===== config.mk =====
export PLATFORM = sky130hd
export DESIGN_NAME = hqc_ctrl
export DESIGN_NICKNAME = d
export VERILOG_FILES = /design/src/hqc_pkg.sv /design/src/hqc_ctrl.sv
export VERILOG_INCLUDE_DIRS = /design/src /design/src/src
export SDC_FILE = /design/constraint.sdc
export NUM_CORES = 1
export LEC_CHECK = 0
export BUFFER_PORTS_ARGS = -buffer_cell sky130_fd_sc_hd__buf_2
export CAP_MARGIN = 20
export CORE_MARGIN = 2
export CORE_UTILIZATION = 52
export CTS_CLUSTER_DIAMETER = 60
export DETAILED_ROUTE_END_ITERATION = 10
export GPL_ROUTABILITY_DRIVEN = 0
export PLACE_DENSITY = 0.93
export RECOVER_POWER = 25
export SETUP_SLACK_MARGIN = 0.2
export SYNTH_ARGS = -nofsm -noshare
export SYNTH_HDL_FRONTEND = slang
export SYNTH_SLANG_ARGS = --single-unit

===== constraint.sdc =====
create_clock -name CLK -period 4.1 [get_ports CLK]
set_input_delay 0.615 -clock CLK [delete_from_list [all_inputs] [get_ports CLK]]
set_output_delay 0.615 -clock CLK [all_outputs]
set_load 0.03 [all_outputs]

===== src/hqc_consts.svh =====
// register indices, field positions, reset values and timing counts of the
// host queue control block; included by the package and the design module.
`ifndef HQC_CONSTS_SVH
`define HQC_CONSTS_SVH

// register indices; byte address is four times the index
`define HQC_IDX_TXCTL      4'h0
`define HQC_IDX_TXSTAT     4'h2
`define HQC_IDX_RXCTL      4'h4
`define HQC_IDX_GRST       4'h6
`define HQC_IDX_BUSCFG     4'h8
`define HQC_IDX_BANKSEL    4'hE

`define HQC_BANK_SYS       5'h03
`define HQC_BANK_QUEUE     5'h10

// transmit control fields
`define HQC_TX_RUN_BIT     0
`define HQC_TX_CRC_BIT     1
`define HQC_TX_PAD_BIT     2
`define HQC_TX_PAUSE_BIT   3
`define HQC_TXCTL_MASK     16'h000F

// receive control fields
`define HQC_RX_RUN_BIT     0
`define HQC_RX_HASH_BIT    2
`define HQC_RX_STRIP_BIT   3
`define HQC_RX_PROMISC_BIT 4
`define HQC_RX_UCAST_BIT   5
`define HQC_RX_MCAST_BIT   6
`define HQC_RX_BCAST_BIT   7
`define HQC_RX_BADCRC_BIT  9
`define HQC_RX_PAUSE_BIT   10
`define HQC_RXCTL_MASK     16'h06FD

`define HQC_CTL_RESET      16'h0000
`define HQC_BANK_RESET     5'h00
`define HQC_MIN_FRAME      7'h40

// one pause quantum is 512 bit times at 100 Mb/s
`define HQC_CLK_NS         25
`define HQC_QUANTUM_NS     5120
`define HQC_QUANTUM_CYC    ((`HQC_QUANTUM_NS + `HQC_CLK_NS - 1) / `HQC_CLK_NS)

`endif


===== src/hqc_pkg.sv =====
// types shared by the host queue control block
// assumes hqc_consts.svh is on the include path
package hqc_pkg;
    `include "hqc_consts.svh"

    typedef enum logic [2:0] {
        HQC_STOPPED  = 3'b001,
        HQC_RUNNING  = 3'b010,
        HQC_DRAINING = 3'b100
    } hqc_run_t;

    // one received frame, offered once its header and crc check are known
    typedef struct packed {
        logic        valid;
        logic [47:0] dest;
        logic        crc_err;
        logic        hash_hit;
    } hqc_rx_desc_t;

    // transmit events from the fabric
    typedef struct packed {
        logic        start;
        logic        short_len;
        logic        done;
        logic [5:0]  id;
    } hqc_tx_evt_t;
endpackage : hqc_pkg


===== src/hqc_ctrl.sv =====
// host queue transmit/receive control and status, classic wishbone slave
// assumes a single 40 MHz clock; fabric inputs share it, the config pin does not
//
// The implementer's own choice: the Wishbone interface to the registers.
`include "hqc_consts.svh"
module hqc_ctrl
    import hqc_pkg::*;
#(
    parameter int QUANTUM_CYC = `HQC_QUANTUM_CYC
)(
    input  wire logic         CLK,            // 40 MHz clock
    input  wire logic         RST_N,          // async reset, active low
    input  wire logic         CYC_I,          // wishbone cycle
    input  wire logic         STB_I,          // wishbone strobe
    input  wire logic         WE_I,           // wishbone write
    input  wire logic [5:0]   ADR_I,          // byte address
    input  wire logic [3:0]   SEL_I,          // byte lanes
    input  wire logic [31:0]  DAT_I,          // write data
    output logic      [31:0]  DAT_O,          // read data
    output logic              ACK_O,          // wishbone acknowledge
    input  wire logic         CONFIG_MEM_EN,  // config memory enable pin
    input  wire logic         CFG_WORD_VALID, // config word loaded, pulse
    input  wire logic [15:0]  CFG_WORD,       // config parameter word
    input  wire logic         SW_FLOW_EN,     // switch global flow control bit
    input  wire logic         RX_FIFO_THRESH, // receive fifo at threshold
    input  wire hqc_tx_evt_t  TX_EVT,         // transmit frame events
    input  wire logic         RX_START,       // receive frame begins, pulse
    input  wire hqc_rx_desc_t RX_DESC,        // received frame descriptor
    input  wire logic         PAUSE_RCVD,     // pause frame received, pulse
    input  wire logic [15:0]  PAUSE_QUANTA,   // pause time of that frame
    input  wire logic [47:0]  STATION_ADDR,   // own station address
    output logic              TX_RUN,         // transmit running
    output logic              TX_GO,          // a new frame may start
    output logic              TX_PAD,         // pad the frame now sent
    output logic              TX_CRC,         // append crc
    output logic              TX_PAUSE_SEND,  // send pause frames
    output logic              RX_RUN,         // receive running
    output logic              RX_ACCEPT,      // frame admitted, pulse
    output logic              RX_DROP,        // frame discarded, pulse
    output logic              RX_STRIP,       // strip crc from frames
    output logic              QM_RESET        // queue manager soft reset
);

    if (QUANTUM_CYC < 1 || QUANTUM_CYC > 65535)
    begin : g_chk
        $error("QUANTUM_CYC out of range");
    end

    logic [15:0] txctl;
    logic [15:0] rxctl;
    logic        grst;
    logic [4:0]  bank;
    logic        bus_width;
    logic        cfg_meta;
    logic        cfg_en;
    logic [5:0]  last_id;
    hqc_run_t    tx_state;
    hqc_run_t    rx_state;
    logic        tx_busy;
    logic        rx_busy;
    logic [15:0] pause_left;
    logic [15:0] quantum_cnt;
    logic        pause_hold;

    // bus decode
    logic        req;
    logic        wr;
    logic [3:0]  idx;
    logic [15:0] wdata;
    logic [15:0] rdata;
    logic        lo_ok;

    assign req   = CYC_I && STB_I && !ACK_O;
    assign wr    = req && WE_I;
    assign idx   = ADR_I[5:2];
    assign wdata = DAT_I[15:0];
    // software reset leaves the bank select alone, so it is outside this path
    assign lo_ok = !grst;

    always_comb
    begin
        rdata = 16'h0000;
        if (idx == `HQC_IDX_BANKSEL)
        begin
            rdata = {11'h000, bank};
        end
        else if (bank == `HQC_BANK_SYS)
        begin
            case (idx)
                `HQC_IDX_GRST:   rdata = {15'h0000, grst};
                `HQC_IDX_BUSCFG: rdata = {15'h0000, bus_width};
                default:         rdata = 16'h0000;
            endcase
        end
        else if (bank == `HQC_BANK_QUEUE)
        begin
            case (idx)
                `HQC_IDX_TXCTL:  rdata = txctl;
                `HQC_IDX_TXSTAT: rdata = {10'h000, last_id};
                `HQC_IDX_RXCTL:  rdata = rxctl;
                default:         rdata = 16'h0000;
            endcase
        end
    end

    // one wait-free answer: ack the cycle after the request, unmapped reads zero
    always_ff @(posedge CLK or negedge RST_N)
    begin
        if (!RST_N)
        begin
            ACK_O <= 1'b0;
            DAT_O <= 32'h0000_0000;
        end
        else
        begin
            ACK_O <= req;
            if (req && !WE_I)
            begin
                DAT_O <= {16'h0000, rdata};
            end
        end
    end

    function automatic logic [15:0] merge(input logic [15:0] old, input logic [15:0] nw,
                                          input logic [3:0] sel, input logic [15:0] mask);
        logic [15:0] v;
        v = old;
        if (sel[0])
        begin
            v[7:0] = nw[7:0];
        end
        if (sel[1])
        begin
            v[15:8] = nw[15:8];
        end
        return v & mask;
    endfunction : merge

    always_ff @(posedge CLK or negedge RST_N)
    begin
        if (!RST_N)
        begin
            bank <= `HQC_BANK_RESET;
        end
        else if (wr && idx == `HQC_IDX_BANKSEL && SEL_I[0])
        begin
            bank <= wdata[4:0];
        end
    end

    always_ff @(posedge CLK or negedge RST_N)
    begin
        if (!RST_N)
        begin
            grst <= 1'b0;
        end
        else if (wr && bank == `HQC_BANK_SYS && idx == `HQC_IDX_GRST && SEL_I[0])
        begin
            grst <= wdata[0];
        end
    end

    always_ff @(posedge CLK or negedge RST_N)
    begin
        if (!RST_N)
        begin
            txctl <= `HQC_CTL_RESET;
            rxctl <= `HQC_CTL_RESET;
        end
        else if (!lo_ok)
        begin
            txctl <= `HQC_CTL_RESET;
            rxctl <= `HQC_CTL_RESET;
        end
        else if (wr && bank == `HQC_BANK_QUEUE)
        begin
            if (idx == `HQC_IDX_TXCTL)
            begin
                txctl <= merge(txctl, wdata, SEL_I, `HQC_TXCTL_MASK);
            end
            if (idx == `HQC_IDX_RXCTL)
            begin
                rxctl <= merge(rxctl, wdata, SEL_I, `HQC_RXCTL_MASK);
            end
        end
    end

    // config pin is asynchronous to CLK
    always_ff @(posedge CLK or negedge RST_N)
    begin
        if (!RST_N)
        begin
            cfg_meta <= 1'b0;
            cfg_en   <= 1'b0;
        end
        else
        begin
            cfg_meta <= CONFIG_MEM_EN;
            cfg_en   <= cfg_meta;
        end
    end

    // without config memory the bit has no meaning; it reads zero then
    always_ff @(posedge CLK or negedge RST_N)
    begin
        if (!RST_N)
        begin
            bus_width <= 1'b0;
        end
        else if (!cfg_en)
        begin
            bus_width <= 1'b0;
        end
        else if (CFG_WORD_VALID)
        begin
            bus_width <= CFG_WORD[0];
        end
    end

    // transmit run state
    always_ff @(posedge CLK or negedge RST_N)
    begin
        if (!RST_N)
        begin
            tx_busy <= 1'b0;
            last_id <= 6'h00;
        end
        else
        begin
            if (TX_EVT.done)
            begin
                tx_busy <= 1'b0;
                last_id <= TX_EVT.id;
            end
            else if (TX_EVT.start)
            begin
                tx_busy <= 1'b1;
            end
        end
    end

    always_ff @(posedge CLK or negedge RST_N)
    begin
        if (!RST_N)
        begin
            tx_state <= HQC_STOPPED;
        end
        else
        begin
            case (tx_state)
                HQC_STOPPED:
                    if (txctl[`HQC_TX_RUN_BIT])
                    begin
                        tx_state <= HQC_RUNNING;
                    end
                HQC_RUNNING:
                    if (!txctl[`HQC_TX_RUN_BIT])
                    begin
                        tx_state <= (tx_busy && !TX_EVT.done) ? HQC_DRAINING : HQC_STOPPED;
                    end
                HQC_DRAINING:
                    if (TX_EVT.done || !tx_busy)
                    begin
                        tx_state <= HQC_STOPPED;
                    end
                default:
                    tx_state <= HQC_STOPPED;
            endcase
        end
    end

    // pause timer for honoured pause frames
    always_ff @(posedge CLK or negedge RST_N)
    begin
        if (!RST_N)
        begin
            pause_left  <= 16'h0000;
            quantum_cnt <= 16'h0000;
        end
        else if (!lo_ok)
        begin
            pause_left  <= 16'h0000;
            quantum_cnt <= 16'h0000;
        end
        else if (PAUSE_RCVD && rxctl[`HQC_RX_PAUSE_BIT])
        begin
            pause_left  <= PAUSE_QUANTA;
            quantum_cnt <= 16'(QUANTUM_CYC - 1);
        end
        else if (pause_left != 16'h0000)
        begin
            if (quantum_cnt == 16'h0000)
            begin
                pause_left  <= pause_left - 16'h0001;
                quantum_cnt <= 16'(QUANTUM_CYC - 1);
            end
            else
            begin
                quantum_cnt <= quantum_cnt - 16'h0001;
            end
        end
    end

    assign pause_hold = (pause_left != 16'h0000);

    always_ff @(posedge CLK or negedge RST_N)
    begin
        if (!RST_N)
        begin
            TX_RUN        <= 1'b0;
            TX_GO         <= 1'b0;
            TX_PAD        <= 1'b0;
            TX_CRC        <= 1'b0;
            TX_PAUSE_SEND <= 1'b0;
            QM_RESET      <= 1'b0;
        end
        else
        begin
            TX_RUN        <= (tx_state != HQC_STOPPED);
            // stalled frames wait in the buffer while paused
            TX_GO         <= (tx_state == HQC_RUNNING) && txctl[`HQC_TX_RUN_BIT]
                             && !pause_hold;
            TX_CRC        <= txctl[`HQC_TX_CRC_BIT];
            TX_PAUSE_SEND <= txctl[`HQC_TX_PAUSE_BIT] && SW_FLOW_EN
                             && RX_FIFO_THRESH;
            QM_RESET      <= grst;
            if (TX_EVT.start)
            begin
                TX_PAD <= txctl[`HQC_TX_PAD_BIT] && TX_EVT.short_len;
            end
        end
    end

    // receive run state
    always_ff @(posedge CLK or negedge RST_N)
    begin
        if (!RST_N)
        begin
            rx_busy <= 1'b0;
        end
        else if (RX_DESC.valid)
        begin
            rx_busy <= 1'b0;
        end
        else if (RX_START)
        begin
            rx_busy <= 1'b1;
        end
    end

    always_ff @(posedge CLK or negedge RST_N)
    begin
        if (!RST_N)
        begin
            rx_state <= HQC_STOPPED;
        end
        else
        begin
            case (rx_state)
                HQC_STOPPED:
                    if (rxctl[`HQC_RX_RUN_BIT])
                    begin
                        rx_state <= HQC_RUNNING;
                    end
                HQC_RUNNING:
                    if (!rxctl[`HQC_RX_RUN_BIT])
                    begin
                        rx_state <= (rx_busy && !RX_DESC.valid) ? HQC_DRAINING : HQC_STOPPED;
                    end
                HQC_DRAINING:
                    if (RX_DESC.valid || !rx_busy)
                    begin
                        rx_state <= HQC_STOPPED;
                    end
                default:
                    rx_state <= HQC_STOPPED;
            endcase
        end
    end

    // address filters; first octet sits in dest[47:40], its lsb marks group
    logic is_bcast;
    logic is_mcast;
    logic addr_ok;
    logic crc_ok;

    assign is_bcast = (RX_DESC.dest == 48'hFFFF_FFFF_FFFF);
    assign is_mcast = RX_DESC.dest[40];
    assign addr_ok  = rxctl[`HQC_RX_PROMISC_BIT]
                    | (is_bcast & rxctl[`HQC_RX_BCAST_BIT])
                    | (is_mcast & rxctl[`HQC_RX_MCAST_BIT])
                    | (is_mcast & rxctl[`HQC_RX_HASH_BIT] & RX_DESC.hash_hit)
                    | (!is_mcast & rxctl[`HQC_RX_UCAST_BIT]
                       & (RX_DESC.dest == STATION_ADDR));
    assign crc_ok   = !RX_DESC.crc_err || rxctl[`HQC_RX_BADCRC_BIT];

    always_ff @(posedge CLK or negedge RST_N)
    begin
        if (!RST_N)
        begin
            RX_RUN    <= 1'b0;
            RX_ACCEPT <= 1'b0;
            RX_DROP   <= 1'b0;
            RX_STRIP  <= 1'b0;
        end
        else
        begin
            RX_RUN    <= (rx_state != HQC_STOPPED);
            RX_STRIP  <= rxctl[`HQC_RX_STRIP_BIT];
            RX_ACCEPT <= RX_DESC.valid && (rx_state != HQC_STOPPED) && addr_ok && crc_ok;
            RX_DROP   <= RX_DESC.valid && !((rx_state != HQC_STOPPED) && addr_ok && crc_ok);
        end
    end
endmodule : hqc_ctrl


==> insert_results.sql <==
INSERT INTO impl_metrics (metric_group, metric, value, unit) VALUES
('yosys', 'synth-async-reset-ratio', '100', '%'),
('sta', 'slew_headroom', '42.7', '%'),
('sta', 'finClkSkew', '0.0142', 'ns'),
('final_layout', 'most-common-layout-cells', '171 x sky130_fd_sc_hd__buf_2, 87 x sky130_fd_sc_hd__dfrtp_1, 50 x sky130_fd_sc_hd__xnor2_1', ''),
('setup_path', 'crit_chain', 'inv_1 -> ha_1 -> nor4b_2 -> nand4_1 -> nor2_1 -> or3_4 -> o22ai_1', ''),
('clock_network', 'tritoncts_num_sinks', '89', ''),
('detailed_routing', 'remaining_drc_errors', '0', ''),
('global_routing', 'global_route.overflow_total', '0', ''),
('sta', 'period_minus_slack', '2.83', 'ns'),
('final_layout', 'register_area', '2230', 'sq um'),
('run', 'maxCapViolCount', '0', ''),
('power', 'internal_power', '1.43', 'mW'),
('die', 'boundaryPins', '236', ''),
('clock_network', 'worst_setup_hold_path_clk_slew', '0.10', 'ns'),
('sta', 'tcrit_tclk_final', '68.9', '%'),
('sta', 'rsz_0062_raised_after_global_routing', 'false', ''),
('clock_network', 'cts.root.buffer_cell', 'sky130_fd_sc_hd__clkbuf_8', ''),
('setup_path', 'path_max_fanout', '14', ''),
('clock_network', 'tritoncts', 'built', ''),
('die', 'std_cell_rows', '36', ''),
('sta', 'max_slew.worst_pin.slew', '0.860', 'ns'),
('setup_path', 'worst_path_cell_with_the_longest_stage_delay', 'sky130_fd_sc_hd__nand4_1', ''),
('clock_network', 'buffers_from_clock_root_to_sink_at_most', '2', ''),
('min_path', 'hold_path_class', 'input port to asynchronous set/reset pin', ''),
('yosys', 'ys_warn_count', '0', ''),
('setup_path', 'startpoint_type', 'register', ''),
('place', 'detailedPlacementHpwl', '11600', 'microns'),
('final_layout', 'mostFrequentLayoutCell', 'sky130_fd_sc_hd__buf_2', ''),
('power', 'power.switching_fraction', '32.3', '%'),
('clock_network', 'ctsHtreeMaxLevel', '3', ''),
('detailed_routing', 'dr_total_vias', '5023', ''),
('detailed_routing', 'route.detailed.vias_per_inst', '5.87', ''),
('final_layout', 'layout.nets', '912', ''),
('detailed_routing', 'routed_wirelength', '14900', 'microns'),
('global_routing', 'antenna_violations_before_repair', '1', ''),
('final_layout', 'total_area_of_multi_input_combinational_cells', '2870', 'sq um'),
('clock_network', 'cts.repair.resized', '0', ''),
('detailed_routing', 'detail_route.iter0.violations', '430', ''),
('power', 'power_density_over_the_cells', '330', 'nW/um^2'),
('power', 'power.switching', '0.680', 'mW'),
('final_layout', 'layout_utilization', '65.1', '%'),
('place', 'portBuffers', '172', ''),
('yosys', 'postSynthCellCount', '549', ''),
('yosys', 'number_of_enable_flip_flop_cells_after_synthesis', '0', ''),
('power', 'comb_power_share', '21.0', '%'),
('final_layout', 'postLayoutCellArea', '6390', 'sq um'),
('yosys', 'seq_area_frac_synth', '42.0', '%'),
('sta', 'drv_slew', '0', ''),
('place', 'detailed_place.area', '6190', 'sq um'),
('final_layout', 'post_route_cells_drive_above_1_share', '31.3', '%'),
('final_layout', 'fillers', '790', ''),
('sta', 'maxClockFrequency', '0.354', 'GHz'),
('clock_network', 'postCtsHoldBufs', '0', ''),
('yosys', 'synthFlopType', 'sky130_fd_sc_hd__dfrtp_1', ''),
('clock_network', 'cts_setup_buffers', '0', ''),
('outcome', 'status', 'finished clean', ''),
('clock_network', 'cts-buffers-inserted', '9', ''),
('power', 'post-layout-total-power', '2.11', 'mW'),
('sta', 'final_setup_violations', '0', ''),
('yosys', 'yosysUniqueCellTypes', '70', ''),
('die', 'initial_core_util', '54.1', '%'),
('setup_path', 'critPathKind', 'register to register', ''),
('global_routing', 'global_route_usage_sum', '27.5', '%'),
('die', 'die-area', '11000', 'sq um'),
('setup_path', 'worstSetupEndpointType', 'register', ''),
('global_routing', 'number_of_global_route_vias_before_repair', '5046', ''),
('sta', 'tns', '0', 'ns'),
('setup_path', 'worst-endpoint-arrival', '3.08', 'ns'),
('setup_path', 'crit_required', '4.35', 'ns'),
('power', 'vdd.ir_drop.worst', '0.163', 'mV'),
('setup_path', 'cp_slowest_stage_delay', '0.59', 'ns');
synthesized netlist by cell type (all sizes together), types with 2 or more instances:
| cell | n | share of area (%) |
|---|---|---|
| a2111oi | 2 | 0.33 |
| a21o | 2 | 0.28 |
| a21oi | 20 | 1.9 |
| a22o | 5 | 0.83 |
| a22oi | 6 | 0.85 |
| a2bb2oi | 2 | 0.33 |
| a311oi | 3 | 0.50 |
| a31oi | 5 | 0.59 |
| and2 | 2 | 0.24 |
| and3 | 3 | 0.35 |
| and4 | 3 | 0.54 |
| buf | 29 | 4.0 |
| clkbuf | 11 | 0.78 |
| dfrtp | 87 | 41 |
| dfstp | 2 | 0.99 |
| ha | 3 | 0.71 |
| inv | 9 | 0.64 |
| mux2 | 12 | 2.5 |
| mux2i | 18 | 3.4 |
| nand2 | 35 | 2.6 |
| nand2b | 10 | 1.2 |
| nand3 | 16 | 1.5 |
| nand3b | 3 | 0.42 |
| nand4 | 28 | 3.3 |
| nor2 | 49 | 3.5 |
| nor2b | 4 | 0.47 |
| nor3 | 21 | 2.2 |
| nor3b | 7 | 1.1 |
| nor4 | 20 | 3.5 |
| nor4b | 3 | 0.73 |
| o2111ai | 2 | 0.33 |
| o211ai | 4 | 0.57 |
| o21ai | 23 | 2.2 |
| o22a | 2 | 0.33 |
| o22ai | 10 | 1.3 |
| o2bb2ai | 4 | 0.66 |
| or2 | 3 | 0.35 |
| or3 | 9 | 1.2 |
| or3b | 2 | 0.33 |
| or4 | 3 | 0.49 |
| xnor2 | 50 | 8.3 |
| xor2 | 3 | 0.50 |
worst max-delay path: cells and delay by family (launching register included):
kind                     cells  cell delay, ns
buffers and inverters        1            0.09
flip-flops                   1            0.42
AO/OA/AOI/OAI                1            0.11
AND/OR/NAND/NOR              4            1.88
adder cells (fa/ha/maj)      1            0.19
area by class of cell:
type	count	share of cell area, %
Antenna cell	1	0.0392
Clock buffer	9	1.94
Tap cell	133	2.60
Inverter	9	0.529
Timing Repair Buffer	175	13.9
Multi-Input combinational cell	432	44.9
Clock inverter	7	1.23
Sequential cell	89	34.9
registers in the layout (all words and copies together), names as in the netlist, 3 cells and up:
register,cells
txctl,4
bank,5
last_id,6
tx_state,3
rx_state,3
DAT_O,10
quantum_cnt,16
rxctl,9
pause_left,16
per-layer routing:
layer / track usage [%] / share of wire [%] / vias to the layer above
met5: 0 / 0 / -
met4: 13.7 / 3.9 / 0
met3: 5.36 / 7.4 / 54
met2: 46.0 / 49 / 297
met1: 33.9 / 40 / 2367
li1: - / - / 2305
power groups by stage:
stage | clock network [mW] | logic, mW | registers, mW
2_1_floorplan | 0 | 0.285 | 1.03
6_report | 0.620 | 0.443 | 1.04
5_1_grt | 0.671 | 0.485 | 1.06
3_5_place_dp | 0 | 0.436 | 1.05
3_3_place_gp | 0 | 0.413 | 1.05
4_1_cts | 0.633 | 0.440 | 1.04
worst paths after layout:
path                          startpoint             end  slack [ns]  cells past startpoint
max                        pause_left[0]   pause_left[3]        1.27                      7
min                                RST_N  pause_left[10]        0.27                      1
max reg2reg                pause_left[0]   pause_left[3]        1.27                      7
min reg2reg                     cfg_meta          cfg_en        0.36                      0
max in group asynchronous          RST_N     rx_state[0]        2.87                      2
min in group CLK           CONFIG_MEM_EN        cfg_meta        0.36                      1
kinds of logic (layout without fill, tap and decap cells):
group	after synthesis	in the layout	share of synthesized area, %
and+or+nand+nor	224	224	24.6
other	1	23	0.0707
muxes	30	30	5.94
xor gates and xnor gates	53	53	8.75
DFF	89	89	42.0
AOI/OAI and AO/OA	100	100	12.6
buffers and inverters	49	200	5.40
adders and majority gates	3	3	0.707
metrics by stage:
step / worst slack [ns] / hold WS, ns
2_1_floorplan: 2.15 / 0.319
3_3_place_gp: 1.53 / 0.336
3_5_place_dp: 1.36 / 0.348
4_1_cts: 1.37 / 0.296
5_1_grt: 1.14 / 0.344
6_report: 1.27 / 0.271
(Power assumes the default switching activity.)
